[src/rtl/epgm_pkg.sv]
// Package for the one-time-programmable memory programmer: timing, levels, types
package epgm_pkg;

  // ****************************************************************
  // Clock and timing
  // ****************************************************************
  localparam int CLK_PERIOD_NS  = 10;
  localparam int PULSE_NOM_US   = 100;   // Nominal program_pulse_time
  localparam int PULSE_MIN_US   = 95;
  localparam int PULSE_MAX_US   = 105;
  localparam int SETUP_US       = 2;     // Address, data, supply and output-enable setups
  localparam int HOLD_US        = 2;     // Data hold after the strobe
  localparam int READ_WAIT_NS   = 150;   // Data valid after output enable
  localparam int FLOAT_WAIT_NS  = 130;   // Output float after output enable high
  localparam int PULSE_CYC      = (PULSE_NOM_US * 1000) / CLK_PERIOD_NS;
  localparam int PULSE_MIN_CYC  = (PULSE_MIN_US * 1000 + CLK_PERIOD_NS - 1) / CLK_PERIOD_NS;
  localparam int PULSE_MAX_CYC  = (PULSE_MAX_US * 1000) / CLK_PERIOD_NS;
  localparam int SETUP_CYC      = (SETUP_US * 1000 + CLK_PERIOD_NS - 1) / CLK_PERIOD_NS;
  localparam int HOLD_CYC       = (HOLD_US * 1000 + CLK_PERIOD_NS - 1) / CLK_PERIOD_NS;
  localparam int READ_CYC       = (READ_WAIT_NS + CLK_PERIOD_NS - 1) / CLK_PERIOD_NS;
  localparam int FLOAT_CYC      = (FLOAT_WAIT_NS + CLK_PERIOD_NS - 1) / CLK_PERIOD_NS;

  // ****************************************************************
  // Algorithm counts and supply levels
  // ****************************************************************
  localparam int          MAX_RETRY   = 10;
  localparam logic [1:0]  SUPPLY_OFF  = 2'h0;
  localparam logic [1:0]  SUPPLY_READ = 2'h1;   // 5.0 V
  localparam logic [1:0]  SUPPLY_PROG = 2'h2;   // Core 6.5 V, programming 13.0 V
  localparam logic [1:0]  SUPPLY_ID   = 2'h3;   // id_select_level, 11.5 V to 12.5 V

  // ****************************************************************
  // Pin bundles
  // ****************************************************************
  typedef struct packed {
    logic       chip_sel_n;   // Program strobe when supplies are raised
    logic       out_en_n;
    logic [1:0] core_supply;  // Supply level request codes
    logic [1:0] prog_supply;
    logic [1:0] id_select;    // SUPPLY_ID raises id_select_line
  } epgm_ctl_t;

  typedef enum logic [10:0] {
    S_IDLE   = 11'h001,
    S_PWRUP  = 11'h002,
    S_SETUP  = 11'h004,
    S_PULSE  = 11'h008,
    S_HOLD   = 11'h010,
    S_VREAD  = 11'h020,
    S_VCHK   = 11'h040,
    S_FLOAT  = 11'h080,
    S_PWRDN  = 11'h100,
    S_FINAL  = 11'h200,
    S_IDREAD = 11'h400
  } epgm_state_t;

endpackage

[src/rtl/epgm_programmer.sv]
// Programmer that burns, verifies and identifies a byte-wide OTP memory
`timescale 1ns/1ps
`default_nettype none

// How it works
// - Program strobe low 95 to 105 us
// - Address starts at first location
// - Raise core 6.5 V, programming 13.0 V
// - First pass: one strobe, no verify
// - Second pass: verify, retry up to ten
// - Ten failed retries fail whole part
// - Verified byte advances to next address
// - Lower to 5.0 V, reread, report result
// - Core supply on first when burning (with programming supply for id read), off last
// - Hold id line at raised level
module epgm_programmer
  import epgm_pkg::*;
#(
  parameter int ADDR_W     = 15,
  parameter int PULSE_CYCS = PULSE_CYC
) (
  // Clock and reset
  input  wire logic              mclk,
  input  wire logic              reset,
  // Job control
  input  wire logic              start_prog,
  input  wire logic              start_id,
  input  wire logic [ADDR_W-1:0] last_addr,
  output logic                   busy,
  output logic                   done,
  output logic                   pass,
  output logic [7:0]             id_maker,
  output logic [7:0]             id_type,
  // Image source: byte intended at mem_addr, valid in the same cycle
  input  wire logic [7:0]        image_data,
  // Memory pins
  output logic [ADDR_W-1:0]      mem_addr,
  output logic [7:0]             data_out,
  output logic                   data_oe_n,
  input  wire logic [7:0]        data_in,
  output epgm_ctl_t              ctl
);

  // ****************************************************************
  // Elaboration checks
  // ****************************************************************
  if (PULSE_CYCS < 1 || PULSE_CYCS > 65535)
    $error("PULSE_CYCS out of range");
  if (ADDR_W < 1 || ADDR_W > 24)
    $error("ADDR_W out of range");

  // ****************************************************************
  // State
  // ****************************************************************
  epgm_state_t state;
  logic [15:0] timer;
  logic [3:0]  retries;
  logic        verify_pass;   // Low during the blind first pass
  logic        final_pass;    // High during the 5.0 V reread
  logic        id_half;

  function automatic logic [15:0] cyc(input int n);
    return n[15:0] - 16'h0001;
  endfunction

  wire timer_done = (timer == 16'h0000);
  wire at_last    = (mem_addr == last_addr);

  // ****************************************************************
  // Sequencer
  // ****************************************************************
  // One process owns the flow so that pin moves and their timers never drift apart
  always_ff @(posedge mclk) begin
    if (reset) begin
      state       <= S_IDLE;
      timer       <= 16'h0000;
      retries     <= 4'h0;
      verify_pass <= 1'b0;
      final_pass  <= 1'b0;
      id_half     <= 1'b0;
      busy        <= 1'b0;
      done        <= 1'b0;
      pass        <= 1'b0;
      id_maker    <= 8'h00;
      id_type     <= 8'h00;
      mem_addr    <= '0;
      data_out    <= 8'h00;
      data_oe_n   <= 1'b1;
      ctl         <= '{1'b1, 1'b1, SUPPLY_OFF, SUPPLY_OFF, SUPPLY_OFF};
    end else begin
      done <= 1'b0;
      if (!timer_done) begin
        timer <= timer - 16'h0001;
      end else begin
        case (state)
          S_IDLE: begin
            if (start_prog) begin
              busy             <= 1'b1;
              pass             <= 1'b0;
              mem_addr         <= '0;
              verify_pass      <= 1'b0;
              final_pass       <= 1'b0;
              ctl.core_supply  <= SUPPLY_PROG;
              timer            <= cyc(SETUP_CYC);
              state            <= S_PWRUP;
            end else if (start_id) begin
              busy          <= 1'b1;
              mem_addr      <= '0;
              id_half       <= 1'b0;
              ctl.core_supply <= SUPPLY_READ;
              ctl.prog_supply <= SUPPLY_READ;
              ctl.id_select <= SUPPLY_ID;
              ctl.chip_sel_n <= 1'b0;
              ctl.out_en_n  <= 1'b0;
              timer         <= cyc(SETUP_CYC + READ_CYC);
              state         <= S_IDREAD;
            end
          end
          S_PWRUP: begin
            // Programming supply follows the core supply after its setup time
            ctl.prog_supply <= SUPPLY_PROG;
            timer           <= cyc(SETUP_CYC);
            state           <= S_SETUP;
          end
          S_SETUP: begin
            data_out   <= image_data;
            data_oe_n  <= 1'b0;
            ctl.out_en_n <= 1'b1;
            timer      <= cyc(SETUP_CYC);
            state      <= S_PULSE;
          end
          S_PULSE: begin
            if (ctl.chip_sel_n) begin
              ctl.chip_sel_n <= 1'b0;
              timer          <= cyc(PULSE_CYCS);
            end else begin
              ctl.chip_sel_n <= 1'b1;
              timer          <= cyc(HOLD_CYC);
              state          <= S_HOLD;
            end
          end
          S_HOLD: begin
            data_oe_n <= 1'b1;
            if (!verify_pass) begin
              // Blind pass: one strobe each, no readback
              if (at_last) begin
                verify_pass <= 1'b1;
                retries     <= 4'h0;
                mem_addr    <= '0;
                timer       <= cyc(SETUP_CYC);
                state       <= S_VREAD;
              end else begin
                mem_addr <= mem_addr + 1'b1;
                state    <= S_SETUP;
              end
            end else begin
              retries <= retries + 4'h1;
              timer   <= cyc(SETUP_CYC);
              state   <= S_VREAD;
            end
          end
          S_VREAD: begin
            ctl.chip_sel_n <= 1'b0;
            ctl.out_en_n   <= 1'b0;
            timer          <= cyc(READ_CYC);
            state          <= S_VCHK;
          end
          S_VCHK: begin
            ctl.chip_sel_n <= 1'b1;
            ctl.out_en_n   <= 1'b1;
            timer          <= cyc(FLOAT_CYC);
            state          <= S_FLOAT;
            if (data_in != image_data) begin
              if (final_pass || retries == MAX_RETRY[3:0]) begin
                pass  <= 1'b0;
                state <= S_PWRDN;
              end else begin
                state <= S_SETUP;
              end
            end else if (at_last) begin
              if (final_pass) begin
                pass <= 1'b1;
              end else begin
                final_pass      <= 1'b1;
                ctl.prog_supply <= SUPPLY_READ;
                ctl.core_supply <= SUPPLY_READ;
                mem_addr        <= '0;
                timer           <= cyc(SETUP_CYC);
              end
              state <= final_pass ? S_PWRDN : S_FINAL;
            end else begin
              mem_addr <= mem_addr + 1'b1;
              retries  <= 4'h0;
              state    <= final_pass ? S_FINAL : S_VREAD;
            end
          end
          S_FINAL: begin
            timer <= cyc(SETUP_CYC);
            state <= S_VREAD;
          end
          S_PWRDN: begin
            // Programming supply leaves first, core after its hold
            if (ctl.prog_supply != SUPPLY_OFF) begin
              ctl.prog_supply <= SUPPLY_OFF;
              timer           <= cyc(SETUP_CYC);
            end else begin
              ctl.core_supply <= SUPPLY_OFF;
              busy            <= 1'b0;
              done            <= 1'b1;
              state           <= S_IDLE;
            end
          end
          S_IDREAD: begin
            if (!id_half) begin
              id_maker <= data_in;
              id_half  <= 1'b1;
              mem_addr <= ADDR_W'(1);
              timer    <= cyc(READ_CYC);
            end else begin
              id_type        <= data_in;
              ctl.chip_sel_n <= 1'b1;
              ctl.out_en_n   <= 1'b1;
              ctl.id_select  <= SUPPLY_OFF;
              ctl.prog_supply <= SUPPLY_READ;
              pass           <= 1'b1;
              mem_addr       <= '0;
              timer          <= cyc(FLOAT_CYC);
              state          <= S_PWRDN;
            end
          end
          default: begin
            state <= S_IDLE;
          end
        endcase
      end
    end
  end

endmodule

`default_nettype wire

[config.mk]
export PLATFORM = sky130hd
export DESIGN_NAME = epgm_programmer
export DESIGN_NICKNAME = d
export VERILOG_FILES = /design/src/rtl/epgm_pkg.sv /design/src/rtl/epgm_programmer.sv
export SDC_FILE = /design/constraint.sdc
export NUM_CORES = 1
export LEC_CHECK = 0
export BUFFER_PORTS_ARGS = -buffer_cell sky130_fd_sc_hd__buf_2
export CAP_MARGIN = 40
export CELL_PAD_IN_SITES_DETAIL_PLACEMENT = 1
export CELL_PAD_IN_SITES_GLOBAL_PLACEMENT = 1
export CORE_MARGIN = 4
export CORE_UTILIZATION = 45
export CTS_BUF_LIST = sky130_fd_sc_hd__clkbuf_8
export DETAILED_ROUTE_END_ITERATION = 16
export GPL_TIMING_DRIVEN = 1
export MAX_ROUTING_LAYER = met4
export PLACE_DENSITY = 0.94
export SLEW_MARGIN = 40
export SYNTH_ARGS = -nofsm -noshare
export SYNTH_HDL_FRONTEND = slang
export SYNTH_SLANG_ARGS = --single-unit
[constraint.sdc]
create_clock -name mclk -period 4.5 [get_ports mclk]
set_clock_uncertainty 0.05 [all_clocks]
set_input_delay 0.225 -clock mclk [delete_from_list [all_inputs] [get_ports mclk]]
set_output_delay 0.225 -clock mclk [all_outputs]
set_load 0.02 [all_outputs]
==> results of run 1 <==
[layout make-up]
| type | instances | share of cell area, % |
|---|---|---|
| multi-input cells | 428 | 50.80 |
| flip-flops and latches | 83 | 32.22 |
| repair buffers | 88 | 8.685 |
| well taps | 129 | 3.130 |
| clock buffers | 10 | 2.669 |
| clock inverters | 6 | 1.844 |
| inverters | 9 | 0.6550 |
[logic make-up (layout without fill, tap and decap cells)]
family,count (synthesis),count (layout),share of synthesized area [%]
AOI/OAI and AO/OA,103,103,14.17
xor gates and xnor gates,45,45,8.944
adders and majority gates,7,7,1.987
buffers and inverters,33,113,3.151
DFF,83,83,37.71
muxes,11,11,2.555
and+or+nand+nor,262,262,31.49
[power breakdown]
| part | switching [uW] | internal, uW |
|---|---|---|
| Sequential | 131 | 827 |
| Clock | 312 | 334 |
| Combinational | 715 | 391 |
| Total | 1160 | 1550 |
[flip-flops by register name (all words and copies together) (netlist names), 4 cells and up]
| signal | count |
|---|---|
| data_out | 8 |
| id_maker | 8 |
| retries | 4 |
| id_type | 8 |
| state | 10 |
| timer | 16 |
| mem_addr | 15 |
| ctl | 7 |
[per-stage QoR]
| step | power (uW) | instance area, um^2 | setup WS, ps | cells |
|---|---|---|---|---|
| finish | 2709 | 5157 | 1212 | 753 |
| global route | 2857 | 5157 | 972.2 | 753 |
| CTS | 2668 | 5147 | 1153 | 753 |
| detailed placement | 2018 | 4915 | 1177 | 737 |
| global placement | 1933 | 4911 | 1292 | 737 |
| floorplan | 1725 | 4407 | 1834 | 544 |
[cells in the mapped netlist (all sizes together), types with 2 or more instances]
cell	n
or4	8
or2	2
a31oi	4
o21a	2
nor2	56
nand2b	4
and2	3
o31ai	4
xor2	18
clkbuf	18
and3	7
mux2	2
a211o	3
a2bb2oi	2
nor2b	6
mux2i	9
nor4	13
ha	7
nand2	74
nor3	21
inv	9
nand4	15
xnor2	27
or3	6
dfxtp	83
and4b	3
nand4b	4
nand3	26
a21oi	54
nor3b	7
a21o	2
a211oi	7
buf	6
o21ai	14
and4	5
[metal layers]
metal | global-route usage [%] | wire [um] | share of wire [%]
met4 | 14.70 | 716 | 4.6
met2 | 49.60 | 7799 | 50
met1 | 32.10 | 6084 | 39
met3 | 5.117 | 995 | 6.4
met5 | - | 0 | 0
[critical path, stage by stage, from the launching register on]
cell and delay [ps]:
sky130_fd_sc_hd__dfxtp_1 340, sky130_fd_sc_hd__inv_1 100, sky130_fd_sc_hd__ha_1 160, sky130_fd_sc_hd__nor3b_2 400, sky130_fd_sc_hd__nand4_2 200, sky130_fd_sc_hd__or3_2 730, sky130_fd_sc_hd__or3_4 490, sky130_fd_sc_hd__or3_4 410
sky130_fd_sc_hd__or2_0 210, sky130_fd_sc_hd__a21oi_1 120
[how the worst max path moves through the flow]
stage	cells past startpoint	startpoint	endpoint	slack [ps]
after floorplan	10	timer[0]$_SDFFE_PP0P_	ctl[2]$_SDFFE_PP0P_	1830
after global placement	6	timer[10]$_SDFFE_PP0P_	mem_addr[10]$_SDFFE_PP0P_	1290
after detailed placement	9	timer[0]$_SDFFE_PP0P_	ctl[2]$_SDFFE_PP0P_	1180
after CTS	9	timer[0]$_SDFFE_PP0P_	ctl[2]$_SDFFE_PP0P_	1150
after global routing	9	timer[0]$_SDFFE_PP0P_	ctl[2]$_SDFFE_PP0P_	970
final	9	timer[0]$_SDFFE_PP0P_	ctl[2]$_SDFFE_PP0P_	1210
==> summary.md, run 1 <==
| Metric | Value |
|---|---|
| Cts bufs inserted | 9 |
| Startpoint kind of the worst setup timing path | register |
| Final-report hold violation count | 0 |
| Worst setup EP type | register |
| H-Tree Level Count | 3 |
| Clock tree root driver cell | sky130_fd_sc_hd__clkbuf_8 |
| Final-report setup violation count | 0 |
| Synthesized area per cell | 8.101 um^2 |
| TritonCTS clock tree | built |
| Synth top area share | 37.71% |
| Class of the tightest hold or removal check | primary input to register |
| Arrival time of data at the critical path endpoint | 3540 ps |
| Min-Delay Path Depth | 3 |
| Power density normalized to cell area | 525.3 mW/mm^2 |
| Most frequent standard cell in the layout excluding fill and tap cells | sky130_fd_sc_hd__buf_2 |
| Layout cell share with drive strength beyond 1 | 19.87% |
| Syn. warnings | 0 |
| Number of cells on the worst reg-to-reg path | 9 |
| Largest cells by area after synthesis | sky130_fd_sc_hd__dfxtp_1 (38%), sky130_fd_sc_hd__nand2_1 (6.3%), sky130_fd_sc_hd__a21oi_1 (6.1%) |
| EDFF count, synth | 0 |
| Number of filler cells placed in the layout | 1192 |
| Hold-fix buffers at CTS | 0 |
| Register clock-pin slew on the reported worst setup and hold paths | 90 ps |
| Setup repair after global routing missed its margin | false |
| Die width | 107.0 um |
| Pin count of the biggest net entering global routing | 43 |
| GRT overflow | 0 |
| Clk Latency, worst-skew pair | 380 ps |
| Final critical delay including setup and external delays | 3288 ps |
| Final Slew Violations | 0 |
| Worst Hold Slack | 71.01 ps |
| Capture instance of the worst register-to-register path | ctl[2]$_SDFFE_PP0P_ |
| Most frequently used flop master after synthesis | sky130_fd_sc_hd__dfxtp_1 |
| Endpoint, Worst Hold | data_out[4]$_SDFFE_PP0P_ |
| Via count of the first global-routing pass | 5037 |
| Library cell occupying the most area in the post-synthesis netlist | sky130_fd_sc_hd__dfxtp_1 |
| Cts repair resizes | 0 |
| Register area | 0.001662 mm^2 |
| Overall routing resource usage | 28.83% |
| Relative max-transition margin | 46.07% |
| Number of buffers inserted by post-CTS setup repair | 0 |
| Register-to-Register Setup Slack | 1210 ps |
| Area of the mapped netlist | 0.004407 mm^2 |
| Total of buffers placed on input and output ports | 85 |
| Crit-path max FO | 28 |
| Number of nets in the layout | 661 |
| Antenna violations before repair | 0 |
| DRC Markers | 0 |
| Total wire length after detailed routing | 15600 um |
| Cells after synthesis | 544 |
| Initial Utilization | 47.02% |
| Total inserted antenna cells | 0 |
| Slew of the pin with the lowest slew margin | 808.9 ps |
| Dpl hpwl | 10630 um |
| Total area of multi-input combinational cells | 0.002620 mm^2 |
| Clock net sink count | 83 |
| Register area share after synthesis | 37.71% |
| Startpoint of the lowest-slack register-to-register path | timer[0]$_SDFFE_PP0P_ |
| Area added between synthesis and finish | 17.04% |
| Starting DRC count in detailed routing | 402 |
| Syn_nets | 586 |
| First-pass iteration count of the detailed router | 5 |
| Result of the run | finished, final reports clean |
| Core Util, Final | 55.03% |
| Standard-cell row count | 35 |
| Synth unique cells | 58 |
| Antenna-violating nets left | 0 |
| Clk buf depth | 2 |
| Number of maximum-capacitance constraint violations | 0 |
| Share of async-settable or async-resettable flops after synthesis | 0% |
| First-pass GRT wire length | 25700 um |
| Count of state elements after synthesis | 83 |
| Placer's final routability congestion estimate | 0.9258 |
| Die Area | 0.01144 mm^2 |
| Via-to-Cell Ratio | 6.143 |
| Commonest non-fill, non-tap cells in the layout | sky130_fd_sc_hd__buf_2 (85), sky130_fd_sc_hd__dfxtp_1 (83), sky130_fd_sc_hd__nand2_1 (74), sky130_fd_sc_hd__nor2_1 (55), sky130_fd_sc_hd__a21oi_1 (53) |
| Vertical extent of the die | 107.0 um |
| WL/cell | 20.71 um |
| Number of placed I/O pins | 86 |
| Type of the worst setup path | register to register |
| Final TNS setup | 0 ps |
| Period Utilization, post-route | 73.07% |
| Via count | 4626 |
| Min-Delay Startpoint | image_data[4] |
| Core area | 0.009371 mm^2 |
| Fmax | 304.1 MHz |
| Data required time at the worst endpoint | 4750 ps |
| Pleak | 0.001996 uW |
| Maximum vdd drop | 0.2049 mV |
Note: power is estimated with default switching activity, not from simulation.
==> run 2: changes to the inputs <==
Settings changed: ABC_AREA set to 1, CORE_UTILIZATION 45 to 37, PLACE_DENSITY 0.94 to 0.87.
Clock period 4.5 ns to 2.8 ns, I/O delays scaled along.
==> run 2 against run 1 <==
- clock power increased by 59%
- cell count up 46%
- first-iteration DRC count fell by 21%
- die area rose by 37%
- synthesized area up 15%
- setup slack worse by 840 ps
- fmax is 35% higher
- flip-flop and latch count is the same
- sequential share of layout area decreased by 5.0 points
- utilization fell by 9.3 points
- total power increased by 62%
- combinational power rose by 70%
==> summary.md, run 2 <==
| Metric | Value |
|---|---|
| Result of the run | finished, final reports clean |
| Final critical delay including setup and external delays | 2427 ps (-861.3 ps) |
| Post-Synth Adder-Cell Area | 1.724% (-0.26 points) |
| Count leader, synth | sky130_fd_sc_hd__nand2_1 |
| Startpoint of the lowest-slack register-to-register path | mem_addr[10]$_SDFFE_PP0P_ |
| Cell Chain, Critical Path | nor2_1, nor2_1, nor2_1, nand2_1, nor2_1, nand2_1, inv_1, ha_1, or2_2, nand2_1, nand2_2, nor2_4, nand2_1, a21oi_1 |
| Number of flip-flops under the largest register name | 16 (unchanged) |
| Compound-gate portion of the synthesized area | 11.89% (-2.3 points) |
| Syn_nets | 861 (+47%) |
| Most frequent standard cell in the layout excluding fill and tap cells | sky130_fd_sc_hd__nand2_1 |
| Register clock-pin slew on the reported worst setup and hold paths | 100 ps (about the same) |
| First-pass GRT wire length | 29180 um (+14%) |
| Vertical extent of the die | 125.2 um (+17%) |
| Min-Delay Path Depth | 4 (+1) |
| Min-Delay Startpoint | start_prog |
| First-pass iteration count of the detailed router | 5 (unchanged) |
| Register area | 0.001662 mm^2 (unchanged) |
| Switching Share | 43.17% (+0.44 points) |
| Dpl hpwl | 12710 um (+20%) |
| Post-placement cell area | 0.005715 mm^2 (+16%) |
| Synthesized-area fraction occupied by xor and xnor cells | 4.999% (-3.9 points) |
| Final-report hold violation count | 0 (unchanged) |
| Number of maximum-capacitance constraint violations | 0 (unchanged) |
| Pleak | 0.002918 uW (+46%) |
| Smallest setup slack after layout | 373.3 ps (-838.7 ps) |
| Clk buf depth | 2 (unchanged) |
| Count of state elements after synthesis | 83 (unchanged) |
| DRC Markers | 0 (unchanged) |
| Via count of the first global-routing pass | 5975 (+19%) |
| Layout cell share with drive strength beyond 1 | 14.67% (-5.2 points) |
| Main combinational cell family by area after synthesis | simple AND/OR/NAND/NOR gates |
| Synthesized-area fraction occupied by and/or/nand/nor cells | 38.27% (+6.8 points) |
| Share of async-settable or async-resettable flops after synthesis | 0% (unchanged) |
| Final TNS setup | 0 ps (unchanged) |
| Number of cells on the worst reg-to-reg path | 14 (+5) |
| Synth top area share | 32.70% (-5.0 points) |
| Largest registers in the final layout | timer x16, mem_addr x15, state x10 |
| TritonCTS clock tree | built |
| Clock tree root driver cell | sky130_fd_sc_hd__clkbuf_8 |
| Number of placed I/O pins | 86 (unchanged) |
| Crit-path max FO | 14 (-50%) |
| Capture instance of the worst register-to-register path | mem_addr[9]$_SDFFE_PP0P_ |
| Power density normalized to cell area | 718.5 mW/mm^2 (+37%) |
| Die width | 125.2 um (+17%) |
| Die Area | 0.01567 mm^2 (+37%) |
| Register-to-Register Setup Slack | 370 ps (-840 ps) |
| Synthesized area per cell | 6.204 um^2 (-23%) |
| Clk Latency, worst-skew pair | 390 ps (about the same) |
| Synth cell count leaders | sky130_fd_sc_hd__nand2_1 (219), sky130_fd_sc_hd__nor2_1 (112), sky130_fd_sc_hd__inv_1 (108) |
| Startpoint kind of the worst setup timing path | register |
| Combinational power share | 43.2% (+2.4 points) |
| Initial Utilization | 38.07% (-9.0 points) |
| Fmax | 412.1 MHz (+35%) |
| Number of buffers inserted by post-CTS setup repair | 0 (unchanged) |
| Clock share of power | 23.5% (-0.3 points) |
| Cells after synthesis | 819 (+51%) |
| Pin count of the biggest net entering global routing | 37 (-14%) |
| Total of buffers placed on input and output ports | 85 (unchanged) |
| GRT overflow | 0 (unchanged) |
| Total area of multi-input combinational cells | 0.002890 mm^2 (+10%) |
| Area added between synthesis and finish | 20.17% |
| Setup repair after global routing missed its margin | false |
| Arrival time of data at the critical path endpoint | 2700 ps (-840 ps) |
| Core area | 0.01335 mm^2 (+42%) |
| Register area share after synthesis | 32.70% (-5.0 points) |
| Data required time at the worst endpoint | 3070 ps (-1680 ps) |
| WL/cell | 16.00 um (-23%) |
| Library cell occupying the most area in the post-synthesis netlist | sky130_fd_sc_hd__dfxtp_1 |
| Class of the tightest hold or removal check | primary input to register |
| Antenna violations before repair | 0 (unchanged) |
| Via-to-Cell Ratio | 5.152 (-16%) |
| EDFF count, synth | 0 (unchanged) |
| Endpoint, Worst Hold | ctl[4]$_SDFFE_PP0P_ |
| Largest stage delay on the critical path | 510 ps (-220 ps) |
| Total chip power | 4387 uW (+62%) |
| Antenna-violating nets left | 0 (unchanged) |
| Slew of the pin with the lowest slew margin | 604.2 ps (-204.7 ps) |
| Mux cell area share after synthesis | 0% (-2.6 points) |
| Synth unique cells | 36 (-38%) |
| Final-report setup violation count | 0 (unchanged) |
| Net Sw Power | 1894 uW (+64%) |
| Relative max-transition margin | 59.72% (+14 points) |
| Critical-path cell with the highest stage delay | sky130_fd_sc_hd__dfxtp_1 |
| Worst setup EP type | register |
| Final Slew Violations | 0 (unchanged) |
| Type of the worst setup path | register to register |
| Register bank with the most flops | timer |
| Most frequently used flop master after synthesis | sky130_fd_sc_hd__dfxtp_1 |
| Starting DRC count in detailed routing | 316 (-21%) |
| Period Utilization, post-route | 86.67% (+14 points) |
| Core Util, Final | 45.74% (-9.3 points) |
| Cts bufs inserted | 9 (unchanged) |
| Total inserted antenna cells | 0 (unchanged) |
| H-Tree Level Count | 3 (unchanged) |
| Clock net sink count | 83 (unchanged) |
| Maximum vdd drop | 0.4712 mV (+130%) |
| Area of the mapped netlist | 0.005081 mm^2 (+15%) |
| Portion of total power attributed to sequential cells | 33.4% (-1.9 points) |
| Cts repair resizes | 0 (unchanged) |
| Via count | 5683 (+23%) |
| Layout Cell Area excl Fill | 0.006106 mm^2 (+18%) |
| Commonest non-fill, non-tap cells in the layout | sky130_fd_sc_hd__nand2_1 (219), sky130_fd_sc_hd__nor2_1 (112), sky130_fd_sc_hd__inv_1 (108), sky130_fd_sc_hd__buf_2 (85), sky130_fd_sc_hd__dfxtp_1 (83) |
| Standard-cell row count | 42 (+20%) |
| Syn. warnings | 0 (unchanged) |
| Internal power summed over all cells | 2493 uW (+61%) |
| Number of nets in the layout | 964 (+46%) |
| Number of filler cells placed in the layout | 1866 (+57%) |
| Overall routing resource usage | 23.37% (-5.5 points) |
| Total wire length after detailed routing | 17650 um (+13%) |
| Placer's final routability congestion estimate | 0.9769 (+5.5%) |
| Pre-CTS setup slack | 390.9 ps (-785.8 ps) |
| Largest cells by area after synthesis | sky130_fd_sc_hd__dfxtp_1 (33%), sky130_fd_sc_hd__nand2_1 (16%), sky130_fd_sc_hd__nor2_1 (8.3%) |
==> run 2: cell types whose count changed in the layout (fill, tap and decap cells not counted), moves of 7 or more <==
cell | before | now
sky130_fd_sc_hd__a21oi_1 | 53 | 60
sky130_fd_sc_hd__and3_1 | 7 | 0
sky130_fd_sc_hd__buf_4 | 3 | 13
sky130_fd_sc_hd__dlygate4sd3_1 | 0 | 16
sky130_fd_sc_hd__inv_1 | 9 | 108
sky130_fd_sc_hd__mux2i_1 | 9 | 0
sky130_fd_sc_hd__nand2_1 | 74 | 219
sky130_fd_sc_hd__nand3_1 | 26 | 54
sky130_fd_sc_hd__nor2_1 | 55 | 112
sky130_fd_sc_hd__nor3_1 | 20 | 30
sky130_fd_sc_hd__o21ai_0 | 14 | 44
sky130_fd_sc_hd__or4_1 | 8 | 0
sky130_fd_sc_hd__xnor2_1 | 27 | 15
==> run 2: power by group through the flow <==
stage | Clock, uW | Sequential, uW | Combinational (uW)
final | 1030 | 1460 | 1890
after global routing | 1100 | 1480 | 2150
after CTS | 1060 | 1460 | 1890
after detailed placement | 0 | 1490 | 1860
after global placement | 0 | 1480 | 1810
after floorplan | 0 | 1510 | 1330
==> run 2: final cells by class <==
type / instances / area share [%]
Sequential cell: 83 / 27.21
Clock inverter: 7 / 1.742
Inverter: 112 / 6.885
Tap cell: 176 / 3.607
Clock buffer: 9 / 2.029
Multi-Input combinational cell: 602 / 47.34
Timing Repair Buffer: 114 / 11.19
==> run 2: worst max-delay path, delay by kind of cell (launching register included) <==
| kind | cells | cell delay, ps |
|---|---|---|
| compound gates | 1 | 150 |
| fa+ha+maj | 1 | 170 |
| buf+inv | 1 | 70 |
| flops | 1 | 510 |
| simple gates | 11 | 1410 |
==> run 2: logic make-up (layout without fill, tap and decap cells) <==
group	Yosys count	count (layout)
xor gates and xnor gates	29	29
DFF	83	83
adders and majority gates	7	7
buffers and inverters	134	242
AOI/OAI and AO/OA	114	114
and+or+nand+nor	452	452
==> run 2: through the flow <==
| stage | instances | hold slack [ps] |
|---|---|---|
| floorplan | 819 | 229.2 |
| global placement | 1071 | 366.6 |
| CTS | 1103 | 38.39 |
| global route | 1103 | 92.39 |
| finish | 1103 | 65.66 |
| detailed placement | 1071 | 383.6 |
==> run 2: worst max-delay path by stage <==
stage / start / to / slack, ps / cells after the start
detailed placement: mem_addr[10]$_SDFFE_PP0P_ / mem_addr[13]$_SDFFE_PP0P_ / 390 / 14
CTS: mem_addr[3]$_SDFFE_PP0P_ / mem_addr[13]$_SDFFE_PP0P_ / 360 / 14
floorplan: mem_addr[5]$_SDFFE_PP0P_ / mem_addr[14]$_SDFFE_PP0P_ / 430 / 16
global route: mem_addr[10]$_SDFFE_PP0P_ / mem_addr[13]$_SDFFE_PP0P_ / 140 / 14
global placement: mem_addr[10]$_SDFFE_PP0P_ / mem_addr[7]$_SDFFE_PP0P_ / 530 / 14
finish: mem_addr[10]$_SDFFE_PP0P_ / mem_addr[9]$_SDFFE_PP0P_ / 370 / 14
==> run 2: routing by layer <==
layer	vias to the layer above	part of all wire (%)	global-route usage (%)
met3	43	4.6	4.606
met2	156	49	39.96
met1	2682	43	26.95
met5	-	0	-
li1	2802	-	-
met4	0	3.2	9.311
==> run 2: timing repair <==
item                                   4_1_cts  5_1_grt
hold buffers                                16        0
endpoints found under the hold margin       24        0
setup endpoints to repair                    0        0
